### src/scs_pkg.sv
// package: constants and types for the slave acknowledge and control word block
package scs_pkg;

    // ------------------------------------------------------------
    // service channel
    // ------------------------------------------------------------
    localparam logic [15:0] IDN_REF_ACK = 16'h0094;
    localparam logic [31:0] REF_ACK_VALUE = 32'h0000_0000;
    localparam logic [15:0] ERR_SLAVE = 16'h0080;
    localparam logic [15:0] ERR_BAD_SELECTOR = 16'h0001;
    localparam logic [15:0] ERR_BUSY = 16'h0002;
    localparam logic [15:0] ERR_NONE = 16'h0000;

    // ------------------------------------------------------------
    // control word layout
    // ------------------------------------------------------------
    localparam int BIT_RT1 = 6;
    localparam int BIT_RT2 = 7;
    localparam int BIT_MODE0 = 8;
    localparam int BIT_MODE1 = 9;
    localparam int BIT_MODE2 = 11;
    localparam int BIT_HALT = 13;
    localparam int BIT_ENABLE = 14;
    localparam int BIT_ON = 15;
    localparam logic [15:0] CTRL_MASK = 16'hEBC0;
    localparam logic [15:0] CTRL_RESET = 16'h0000;

    localparam logic [7:0] SEL_DRIVE = 8'h00;
    localparam logic [7:0] SEL_MODE = 8'h01;
    localparam logic [7:0] SEL_RT1 = 8'h02;
    localparam logic [7:0] SEL_RT2 = 8'h03;

    typedef enum logic [1:0] {
        ACK_IDLE,
        ACK_SEND,
        ACK_WAIT
    } scs_ack_state_t;

endpackage : scs_pkg

### src/control_word_composer_word.sv
// control word composer: maps three inputs onto the managed control word bits
`timescale 1ns/1ps
`default_nettype none
module control_word_composer_word (
    input wire logic ref_clk_i,
    input wire logic rst_i,
    input wire logic enable_i,
    input wire logic [7:0] bit_group_selector_i,
    input wire logic control_input_one_i,
    input wire logic control_input_two_i,
    input wire logic control_input_three_i,
    input wire logic blocked_i,
    output logic [15:0] ctrl_word_o,
    output logic write_ok_o,
    output logic [15:0] error_code_o
);
    logic [15:0] word_reg;
    logic [15:0] word_next;
    logic sel_valid;

    // ------------------------------------------------------------
    // next word
    // ------------------------------------------------------------
    always_comb begin
        word_next = word_reg;
        sel_valid = 1'b1;
        case (bit_group_selector_i)
            scs_pkg::SEL_DRIVE: begin
                word_next[scs_pkg::BIT_HALT] = control_input_one_i;
                word_next[scs_pkg::BIT_ENABLE] = control_input_two_i;
                word_next[scs_pkg::BIT_ON] = control_input_three_i;
            end
            scs_pkg::SEL_MODE: begin
                // mode code is {bit 11, bit 9, bit 8}
                word_next[scs_pkg::BIT_MODE0] = control_input_one_i;
                word_next[scs_pkg::BIT_MODE1] = control_input_two_i;
                word_next[scs_pkg::BIT_MODE2] = control_input_three_i;
            end
            scs_pkg::SEL_RT1: begin
                word_next[scs_pkg::BIT_RT1] = control_input_one_i;
            end
            scs_pkg::SEL_RT2: begin
                word_next[scs_pkg::BIT_RT2] = control_input_one_i;
            end
            default: begin
                sel_valid = 1'b0;
            end
        endcase
        word_next = word_next & scs_pkg::CTRL_MASK;
    end

    // ------------------------------------------------------------
    // held word
    // ------------------------------------------------------------
    always_ff @(posedge ref_clk_i) begin
        if (rst_i) begin
            word_reg <= scs_pkg::CTRL_RESET;
        end else if (enable_i && sel_valid && !blocked_i) begin
            word_reg <= word_next;
        end
    end

    always_ff @(posedge ref_clk_i) begin
        if (rst_i) begin
            write_ok_o <= 1'b0;
            error_code_o <= scs_pkg::ERR_NONE;
        end else if (enable_i) begin
            write_ok_o <= sel_valid && !blocked_i;
            if (!sel_valid) begin
                error_code_o <= scs_pkg::ERR_BAD_SELECTOR;
            end else if (blocked_i) begin
                error_code_o <= scs_pkg::ERR_BUSY;
            end else begin
                error_code_o <= scs_pkg::ERR_NONE;
            end
        end else begin
            write_ok_o <= 1'b0;
        end
    end

    assign ctrl_word_o = word_reg;
endmodule : control_word_composer_word
`default_nettype wire

### src/scs_slave_ctrl_ack.sv
// top: reference acknowledge unit, control word composer, status and interrupt registers
`timescale 1ns/1ps
`default_nettype none
module scs_slave_ctrl_ack (
    input wire logic ref_clk_i,
    input wire logic rst_i,
    // register port
    input wire logic [7:0] reg_addr_i,
    input wire logic [31:0] reg_wdata_i,
    input wire logic reg_wr_i,
    input wire logic reg_rd_i,
    output logic [31:0] reg_rdata_o,
    // acknowledge request and slave selection
    input wire logic ack_req_i,
    input wire logic [15:0] slot_i,
    input wire logic [15:0] ring_i,
    input wire logic [15:0] slave_i,
    // composer request
    input wire logic ctrl_en_i,
    input wire logic [7:0] bit_group_selector_i,
    input wire logic control_input_one_i,
    input wire logic control_input_two_i,
    input wire logic control_input_three_i,
    output logic ctrl_ok_o,
    output logic [15:0] ctrl_err_o,
    // service channel writer
    output logic sc_wr_o,
    output logic [15:0] sc_slot_o,
    output logic [15:0] sc_ring_o,
    output logic [15:0] sc_slave_o,
    output logic [15:0] sc_idn_o,
    output logic [31:0] sc_data_o,
    input wire logic sc_done_i,
    input wire logic [15:0] sc_err_i,
    input wire logic [15:0] sc_slave_err_i,
    // acknowledge results
    output logic ack_done_o,
    output logic ack_fail_o,
    output logic [15:0] ack_err_o,
    output logic [15:0] ack_slave_err_o,
    output logic master_control_o,
    // cyclic telegram control word
    output logic [15:0] mdt_ctrl_o,
    output logic irq_o
);
    // ------------------------------------------------------------
    // register offsets and status bits
    // ------------------------------------------------------------
    localparam logic [7:0] OFS_STATUS = 8'h00;
    localparam logic [7:0] OFS_ENABLE = 8'h04;
    localparam logic [7:0] OFS_CLEAR = 8'h08;
    localparam logic [7:0] OFS_CTRL = 8'h0C;
    localparam logic [7:0] OFS_MOTION = 8'h10;
    localparam int ST_DONE = 0;
    localparam int ST_FAIL = 1;
    localparam int ST_CTRL_ERR = 2;

    scs_pkg::scs_ack_state_t state_reg;
    logic req_prev_reg;
    logic req_rise;
    logic [2:0] status_reg;
    logic [2:0] irq_en_reg;
    logic motion_busy_reg;
    logic ctrl_en_prev_reg;
    logic [2:0] events;
    logic [15:0] ctrl_word;

    // ------------------------------------------------------------
    // acknowledge request edge
    // ------------------------------------------------------------
    always_ff @(posedge ref_clk_i) begin
        if (rst_i) begin
            req_prev_reg <= 1'b0;
        end else begin
            req_prev_reg <= ack_req_i;
        end
    end
    assign req_rise = ack_req_i && !req_prev_reg;

    // ------------------------------------------------------------
    // acknowledge sequencer
    // ------------------------------------------------------------
    // the referenced position must already be written by the requester
    always_ff @(posedge ref_clk_i) begin
        if (rst_i) begin
            state_reg <= scs_pkg::ACK_IDLE;
            sc_wr_o <= 1'b0;
            sc_slot_o <= 16'h0000;
            sc_ring_o <= 16'h0000;
            sc_slave_o <= 16'h0000;
            sc_idn_o <= 16'h0000;
            sc_data_o <= 32'h0000_0000;
        end else begin
            sc_wr_o <= 1'b0;
            case (state_reg)
                scs_pkg::ACK_IDLE: begin
                    if (req_rise) begin
                        sc_slot_o <= slot_i;
                        sc_ring_o <= ring_i;
                        sc_slave_o <= slave_i;
                        sc_idn_o <= scs_pkg::IDN_REF_ACK;
                        sc_data_o <= scs_pkg::REF_ACK_VALUE;
                        state_reg <= scs_pkg::ACK_SEND;
                    end
                end
                scs_pkg::ACK_SEND: begin
                    sc_wr_o <= 1'b1;
                    state_reg <= scs_pkg::ACK_WAIT;
                end
                scs_pkg::ACK_WAIT: begin
                    if (sc_done_i) begin
                        state_reg <= scs_pkg::ACK_IDLE;
                    end
                end
                default: begin
                    state_reg <= scs_pkg::ACK_IDLE;
                end
            endcase
        end
    end

    // ------------------------------------------------------------
    // acknowledge results
    // ------------------------------------------------------------
    always_ff @(posedge ref_clk_i) begin
        if (rst_i) begin
            ack_done_o <= 1'b0;
            ack_fail_o <= 1'b0;
            ack_err_o <= scs_pkg::ERR_NONE;
            ack_slave_err_o <= 16'h0000;
            master_control_o <= 1'b0;
        end else if (req_rise && state_reg == scs_pkg::ACK_IDLE) begin
            ack_done_o <= 1'b0;
            ack_fail_o <= 1'b0;
        end else if (state_reg == scs_pkg::ACK_WAIT && sc_done_i) begin
            ack_done_o <= 1'b1;
            ack_fail_o <= (sc_err_i != scs_pkg::ERR_NONE);
            ack_err_o <= sc_err_i;
            ack_slave_err_o <= (sc_err_i == scs_pkg::ERR_SLAVE) ? sc_slave_err_i : 16'h0000;
            if (sc_err_i == scs_pkg::ERR_NONE) begin
                master_control_o <= 1'b1;
            end
        end
    end

    // ------------------------------------------------------------
    // control word composer
    // ------------------------------------------------------------
    // motion functions own selectors 0 and 1; those writes are refused while the motion busy bit is set
    control_word_composer_word u_ctrl_word (
        .ref_clk_i(ref_clk_i),
        .rst_i(rst_i),
        .enable_i(ctrl_en_i),
        .bit_group_selector_i(bit_group_selector_i),
        .control_input_one_i(control_input_one_i),
        .control_input_two_i(control_input_two_i),
        .control_input_three_i(control_input_three_i),
        .blocked_i(motion_busy_reg && (bit_group_selector_i == scs_pkg::SEL_DRIVE
            || bit_group_selector_i == scs_pkg::SEL_MODE)),
        .ctrl_word_o(ctrl_word),
        .write_ok_o(ctrl_ok_o),
        .error_code_o(ctrl_err_o)
    );
    assign mdt_ctrl_o = ctrl_word;

    // ------------------------------------------------------------
    // status, enable and interrupt
    // ------------------------------------------------------------
    assign events[ST_DONE] = state_reg == scs_pkg::ACK_WAIT && sc_done_i;
    assign events[ST_FAIL] = state_reg == scs_pkg::ACK_WAIT && sc_done_i && sc_err_i != scs_pkg::ERR_NONE;
    // composer result lands one cycle after its enable; flag from the fresh result, not a stale one
    assign events[ST_CTRL_ERR] = ctrl_en_prev_reg && ctrl_err_o != scs_pkg::ERR_NONE;

    always_ff @(posedge ref_clk_i) begin
        if (rst_i) begin
            ctrl_en_prev_reg <= 1'b0;
        end else begin
            ctrl_en_prev_reg <= ctrl_en_i;
        end
    end

    always_ff @(posedge ref_clk_i) begin
        if (rst_i) begin
            status_reg <= 3'h0;
        end else begin
            // a new event wins over a clear in the same cycle
            status_reg <= (status_reg & ~((reg_wr_i && reg_addr_i == OFS_CLEAR) ? reg_wdata_i[2:0] : 3'h0))
                | events;
        end
    end

    always_ff @(posedge ref_clk_i) begin
        if (rst_i) begin
            irq_en_reg <= 3'h0;
            motion_busy_reg <= 1'b0;
        end else if (reg_wr_i) begin
            if (reg_addr_i == OFS_ENABLE) begin
                irq_en_reg <= reg_wdata_i[2:0];
            end else if (reg_addr_i == OFS_MOTION) begin
                motion_busy_reg <= reg_wdata_i[0];
            end
        end
    end

    assign irq_o = |(status_reg & irq_en_reg);

    // ------------------------------------------------------------
    // register read
    // ------------------------------------------------------------
    always_ff @(posedge ref_clk_i) begin
        if (rst_i) begin
            reg_rdata_o <= 32'h0000_0000;
        end else if (reg_rd_i) begin
            if (reg_addr_i == OFS_STATUS) begin
                reg_rdata_o <= {29'h0000_0000, status_reg};
            end else if (reg_addr_i == OFS_ENABLE) begin
                reg_rdata_o <= {29'h0000_0000, irq_en_reg};
            end else if (reg_addr_i == OFS_CTRL) begin
                reg_rdata_o <= {16'h0000, ctrl_word};
            end else if (reg_addr_i == OFS_MOTION) begin
                reg_rdata_o <= {31'h0000_0000, motion_busy_reg};
            end else begin
                reg_rdata_o <= 32'h0000_0000;
            end
        end else begin
            reg_rdata_o <= 32'h0000_0000;
        end
    end
endmodule : scs_slave_ctrl_ack
`default_nettype wire

### config.mk
export PLATFORM = sky130hd
export DESIGN_NAME = scs_slave_ctrl_ack
export DESIGN_NICKNAME = d
export VERILOG_FILES = /design/src/scs_pkg.sv /design/src/control_word_composer_word.sv /design/src/scs_slave_ctrl_ack.sv
export SDC_FILE = /design/constraint.sdc
export NUM_CORES = 1
export LEC_CHECK = 0
export ABC_CLOCK_PERIOD_IN_PS = 1500
export BUFFER_PORTS_ARGS = -buffer_cell sky130_fd_sc_hd__buf_2
export CORE_AREA = 2 2 130 132
export DETAILED_ROUTE_END_ITERATION = 12
export DIE_AREA = 0 0 132 134
export GPL_ROUTABILITY_DRIVEN = 0
export SYNTH_ARGS = -nofsm -noshare
export SYNTH_HDL_FRONTEND = slang
export SYNTH_SLANG_ARGS = --single-unit
### constraint.sdc
create_clock -name ref_clk_i -period 1.5 [get_ports ref_clk_i]
set_clock_uncertainty 0.15 [all_clocks]
set_input_delay 0.075 -clock ref_clk_i [delete_from_list [all_inputs] [get_ports ref_clk_i]]
set_output_delay 0.075 -clock ref_clk_i [all_outputs]
set_load 0.05 [all_outputs]
# ---- Yosys cells after proc, flatten, opt, wreduce, memory -nomap -nowiden
# Cells that the tools add are included.
dict set report classes {
  addsub 0
  mul 0
  div_mod_pow 0
  n_lt_le_gt_ge 0
  eq_ne 12
  shift 0
  muxes 13
  n_bitwise 8
  n_reduce_logical 36
}
# cell count
set ops {}
lappend ops {{16-bit 2-to-1 mux} 3}
lappend ops {{16-bit nonzero test} 2}
lappend ops {{16-bit by 8-bit == test with 1-bit output (second input constant)} 1}
lappend ops {{8-bit by 2-bit == test with 1-bit output (second input constant)} 2}
lappend ops {{8-bit by 4-bit == test with 1-bit output (second input constant)} 2}
lappend ops {{16-bit logical NOT} 1}
lappend ops {{8-bit logical NOT} 2}
lappend ops {{2-bit AND reduction} 8}
lappend ops {{1-bit logical AND} 10}
lappend ops {{3-bit 2-to-1 mux} 3}
lappend ops {{8-bit by 1-bit == test with 1-bit output (second input constant)} 1}
lappend ops {{8-bit by 3-bit == test with 1-bit output (second input constant)} 1}
lappend ops {{8-bit by 5-bit == test with 1-bit output (second input constant)} 1}
lappend ops {{4-bit OR reduction} 2}
lappend ops {{3-bit AND} 2}
lappend ops {{2-bit 2-to-1 mux} 3}
lappend ops {{2-bit case mux with 3 select lines} 1}
lappend ops {{3-bit AND reduction} 2}
lappend ops {{2-bit OR reduction} 3}
lappend ops {{5-bit OR reduction} 1}
lappend ops {{2-bit != test (second input constant)} 2}
lappend ops {{1-bit NOT} 4}
lappend ops {{1-bit 2-to-1 mux} 3}
lappend ops {{3-bit NOT} 1}
lappend ops {{7 further kinds} 8}
dict set report word_totals {
  register_bits 153
  latch_bits 0
  mem_bits_rw 0
  rom_bits 0
  in_bits 138
  n_memories 0
}

# ---- Depth between registers and ports, before layout
dict set report logic_depth {
  ltp_word 6
  mapped_depth 6
  mapped_depth_nobuf 3
}

# ---- Cells and area by module
# From an unflattened synthesis, not the netlist that was laid out.
dict set report hier_totals {
  cells_unflattened 574
  hier_area_um2 5104.9
}
# mod instances cells_per_inst area_per_inst_um2 seq_area_each_um2
set by_module_without_submodules {}
lappend by_module_without_submodules {scs_slave_ctrl_ack 1 505 4424.2 2242.2}
lappend by_module_without_submodules {control_word_composer_word 1 69 680.7 220.2}

# ---- Least setup slack after synthesis
# No wires, ideal clock.
dict set report synth_timing {
  path_type {reg2reg}
  from {reg state_reg[0]}
  to {reg sc_ring_o[10]}
  setup_ns 0.132
  t_arrival_ns 1.333
  required_ns 1.218
  path_slack_ns -0.116
  path_stages_with_launch 7
  synth_period_minus_slack_ns 1.616
  path_cell_list {dfxtp_1 > or4b_1 > clkbuf_1 > buf_6 > buf_6 > nand2_1 > a21oi_1}
}
dict set report synth_between {
  elab_chain_len 2
}
# element line_no
set synth_lines {}
lappend synth_lines {{start: declaration} scs_slave_ctrl_ack.sv:58} ;# scs_pkg::scs_ack_state_t state_reg;
lappend synth_lines {{start signal: assignment} scs_slave_ctrl_ack.sv:86} ;# state_reg <= scs_pkg::ACK_IDLE;
lappend synth_lines {{start signal: assignment} scs_slave_ctrl_ack.sv:103} ;# state_reg <= scs_pkg::ACK_SEND;
lappend synth_lines {{start signal: assignment} scs_slave_ctrl_ack.sv:108} ;# state_reg <= scs_pkg::ACK_WAIT;
lappend synth_lines {{2-bit logical NOT} scs_slave_ctrl_ack.sv:95} ;# case (state_reg)
lappend synth_lines {{2-bit AND reduction (no source line)} -}
lappend synth_lines {{end signal: assignment} scs_slave_ctrl_ack.sv:99} ;# sc_ring_o <= ring_i;
lappend synth_lines {{end: declaration} scs_slave_ctrl_ack.sv:29} ;# output logic [15:0] sc_ring_o,
# No other way between the ends.
# A chain may end at the register's enable or synchronous reset.

# ---- Worst setup path after layout
dict set report layout_timing {
  from {reg state_reg[1]}
  to {reg sc_slot_o[7]}
}
dict set report layout_between {
  elab_chain_len 2
}
# element line_no
set layout_lines {}
lappend layout_lines {{2-bit logical NOT} scs_slave_ctrl_ack.sv:95}
lappend layout_lines {{2-bit AND reduction (no source line)} -}
lappend layout_lines {{end signal: assignment} scs_slave_ctrl_ack.sv:98} ;# sc_slot_o <= slot_i;
lappend layout_lines {{end: declaration} scs_slave_ctrl_ack.sv:28} ;# output logic [15:0] sc_slot_o,
# No other way between the ends.

==> out/results.txt <==
Counting along the longest clock path gives a buffer depth of 2. Setup repair after global routing could not meet its margin everywhere. A synthesized cell averages 8.496 um2. The placeable core area is 16290 um2. Timing analysis after detailed placement gives a worst setup slack of -0.09102 ns.

The checks that failed: negative setup slack. The library cells used most frequently in the layout, excluding fill and tap cells, are sky130_fd_sc_hd__buf_2 (215), sky130_fd_sc_hd__dfxtp_1 (114), sky130_fd_sc_hd__dlygate4sd3_1 (106). Number of max-capacitance violations reported: 0. For the warning count from the yosys run, the log shows 0. The clock tree synthesis step divided the H-tree into 4 levels. The total vias in the final route was 5035. The type of the setup path with the least slack was reg -> reg.

For the worst flop-to-flop path, the logic depth is 4. In this run the clock root is driven by a sky130_fd_sc_hd__clkbuf_16. In this run the core area contains 47 standard-cell rows.

The final critical-path setup slack was -0.1313 ns; the number of max-slew violations in the final report was 0. The run gives 4774 as the via count of the first global-routing pass. After synthesis, the share of flip-flops with an asynchronous set or reset is 0%.

The clock transition at the registers of the reported paths is 0.06 ns. TritonCTS built the clock tree. Cell accounting for the most synthesized area: sky130_fd_sc_hd__dfxtp_1. Leaving out fill and tap cells, the most frequent cell in the layout is sky130_fd_sc_hd__buf_2.

In this run the horizontal extent of the chip is 132 um. Counting flops with a built-in enable in the synthesized netlist gives 0. The run gives 118 as the clock sink total. The final total power is 9.121 mW. Once detailed placement completed, the half-perimeter wirelength came to 9.369 mm.

The run gives 47 as the maximum number of pins on one net before global-route repair. Final number of hold-violating endpoints: 0. Summed over all cells, the static leakage comes to 3.985 nW. The finished layout cell area was 8441 um2. The share of synthesized area in the top cell type comes to 46.57%. During I/O placement, the number of pins put on the boundary was 336.

Dividing the final minimum period by the clock period gives 108.8%. Worst-path maximum fanout: 12. At the pin with the least slew margin, the transition time is 0.6211 ns. The area of the die came out at 17690 um2.

IR analysis of the VDD net gives a maximum drop of 0.0007244 V. STA classifies the critical path startpoint as a register. Port buffering added 218 buffers.

After filler insertion, the fill cell instance count of the layout stands at 1520. The number of design rule violations left after detail routing is 0, and the effective utilization at floorplan is 31.14%. For this run, the detailed router's first-pass iteration total came to 6. The most used flip-flop cell after synthesis is sky130_fd_sc_hd__dfxtp_1. The worst hold path passes through 4 cells. Global routing used 16.15% of the available tracks across all layers. In the routed layout, each cell is associated on average with a via count of 4.274.

After the first detailed-routing iteration, the DRC count stood at 163. Cells fill 51.82% of the core in the end. After detailed placement, the total cell area comes to 6246 um2.

In this run the tightest slew margin relative to its limit is 58.59%. In this run the register-to-register setup slack is -0.13 ns. The worst hold path belongs to the class in -> reg.

The latest clock arrival within the worst-skew pair is 0.41 ns, and the number of synthesized register bits is 118. The number of antenna violations at the first check in global routing is 0, and the post-synth design cell area is 5072 um2. The startpoint of the tightest hold check path is reg_addr_i[6]. The die extent in y works out to 134 um.

The run finished, with violations left. Synthesis produced 597 cells. In the final design database the tool counted 1083 nets. The mean routed wirelength per cell came out at 13.20 um. The startpoint identified for the worst register-to-register timing path is state_reg[1]$_SDFFE_PP0P_.

The repair_antennas step left the layout with diodes totalling 0. The power density normalized to cell area was 1081 nW/um2. Relative to the synthesized area, the layout overhead comes to 66.40%. Sequential share of the synthesized area: 46.57%.

By area the synthesized netlist is led by sky130_fd_sc_hd__dfxtp_1 (47%), sky130_fd_sc_hd__buf_4 (13%), sky130_fd_sc_hd__nand2_1 (9.5%). The share of final-layout standard cells stronger than drive strength 1 was 37.89%. Data required time of the worst path: 1.61 ns. Number of distinct standard cells referenced by the synthesized netlist: 44. Once detail routing completed, the nets flagged for antenna violations numbered 0.

TritonCTS created 17 clock buffers. The first global-routing pass estimated 23.14 mm of wire. STA puts the critical path data arrival time at 1.74 ns.

The routed design has 15.55 mm of wire. The endpoint identified for the worst register-to-register timing path is sc_slot_o[7]$_SDFFE_PP0P_. The worst hold path endpoint is irq_en_reg[2]$_SDFFE_PP0P_.

For the setup violation total in the final timing report, the log shows 50. The smallest clock period supported by the final layout is computed as 1.631 ns. The sort of element at the end of the critical path was a register.

Final global-route overflow total: 0. The maximum clock frequency came out at 613.0 MHz.
[cells by family after synthesis]
kind of cell    Yosys count  synth area share [%]
compound gates           99                 12.04
simple gates            208                 20.01
other cells               1               0.07393
flops                   118                 46.57
buf+inv                 160                 19.14
mux                      11                 2.171
[cell type report]
class | count | area (um2) | share of cell area (%)
sequential | 118 | 2367 | 28.05
timing repair buffer | 364 | 2658 | 31.49
inverter | 38 | 142.6 | 1.690
multi-input combinational | 406 | 2432 | 28.82
clock inverter | 13 | 132.6 | 1.571
tap | 220 | 275.3 | 3.261
clock buffer | 19 | 432.9 | 5.129
[through the flow]
step                      TNS (ns)  cells  hold WS (ns)
after global routing        -6.943   1178       0.03835
final                       -4.628   1178       0.02343
after floorplan             -1.002    684       0.03376
after CTS                  -0.9131   1171     0.0002240
after global placement      -1.760   1031        0.1650
after detailed placement    -3.332   1031        0.1625
[how the worst max path moves through the flow]
stage | from | to | slack [ns]
finish | state_reg[1]$_SDFFE_PP0P_ | sc_slot_o[7]$_SDFFE_PP0P_ | -0.13
CTS | irq_en_reg[1]$_SDFFE_PP0P_ | irq_o | -0.09
global placement | state_reg[1]$_SDFFE_PP0P_ | sc_slot_o[1]$_SDFFE_PP0P_ | -0.04
floorplan | state_reg[1]$_SDFFE_PP0P_ | sc_ring_o[10]$_SDFFE_PP0P_ | -0.08
detailed placement | sc_err_i[0] | ack_slave_err_o[5]$_SDFFE_PP0P_ | -0.09
global route | state_reg[1]$_SDFFE_PP0P_ | sc_slot_o[7]$_SDFFE_PP0P_ | -0.17
[per-layer routing]
| layer | global-route usage, % | up-vias | routed length (um) |
|---|---|---|---|
| li1 | - | 2505 | - |
| met1 | 19.09 | 2326 | 6489 |
| met2 | 27.66 | 189 | 7940 |
| met3 | 5.291 | 15 | 938 |
| met4 | 5.374 | 0 | 178 |
| met5 | 0 | - | 0 |
[what timing repair did]
| action | 4_1_cts | 5_1_grt |
|---|---|---|
| pin swaps | 1 | 45 |
| setup buffers | 1 | 2 |
| gates cloned | 1 | 5 |
| endpoints found under the hold margin | 105 | 2 |
| gates resized for setup | 6 | 92 |
| endpoints found under the setup margin | 50 | 86 |
| hold buffers | 106 | 1 |
[cell usage after synthesis, drive strengths merged (2+ instances only)]
library cell  number
nand2            129
dfxtp            118
buf              103
a21oi             69
inv               38
clkbuf            19
o32ai             18
nand2b            14
nor2              13
mux2i             11
and2               8
nand4              7
nor3               7
nor4               7
nand3b             4
and3b              3
nor2b              3
o41ai              3
a311oi             2
nand4b             2
or3b               2
or4b               2
[where the power goes]
part / switching [mW] / leakage (nW) / internal, mW / total, mW
Clock: 1.46 / 0.269 / 2.43 / 3.89
Sequential: 0.0741 / 0.961 / 3.24 / 3.32
Combinational: 1.30 / 2.75 / 0.615 / 1.92
[critical path, cell delays in order, from the launching register on]
cell and delay [ns]:
sky130_fd_sc_hd__dfxtp_2 0.31, sky130_fd_sc_hd__or4b_4 0.65, sky130_fd_sc_hd__clkbuf_16 0.22, sky130_fd_sc_hd__nand2_1 0.07
sky130_fd_sc_hd__a21oi_1 0.06
Power figures use the tool's default switching activity.
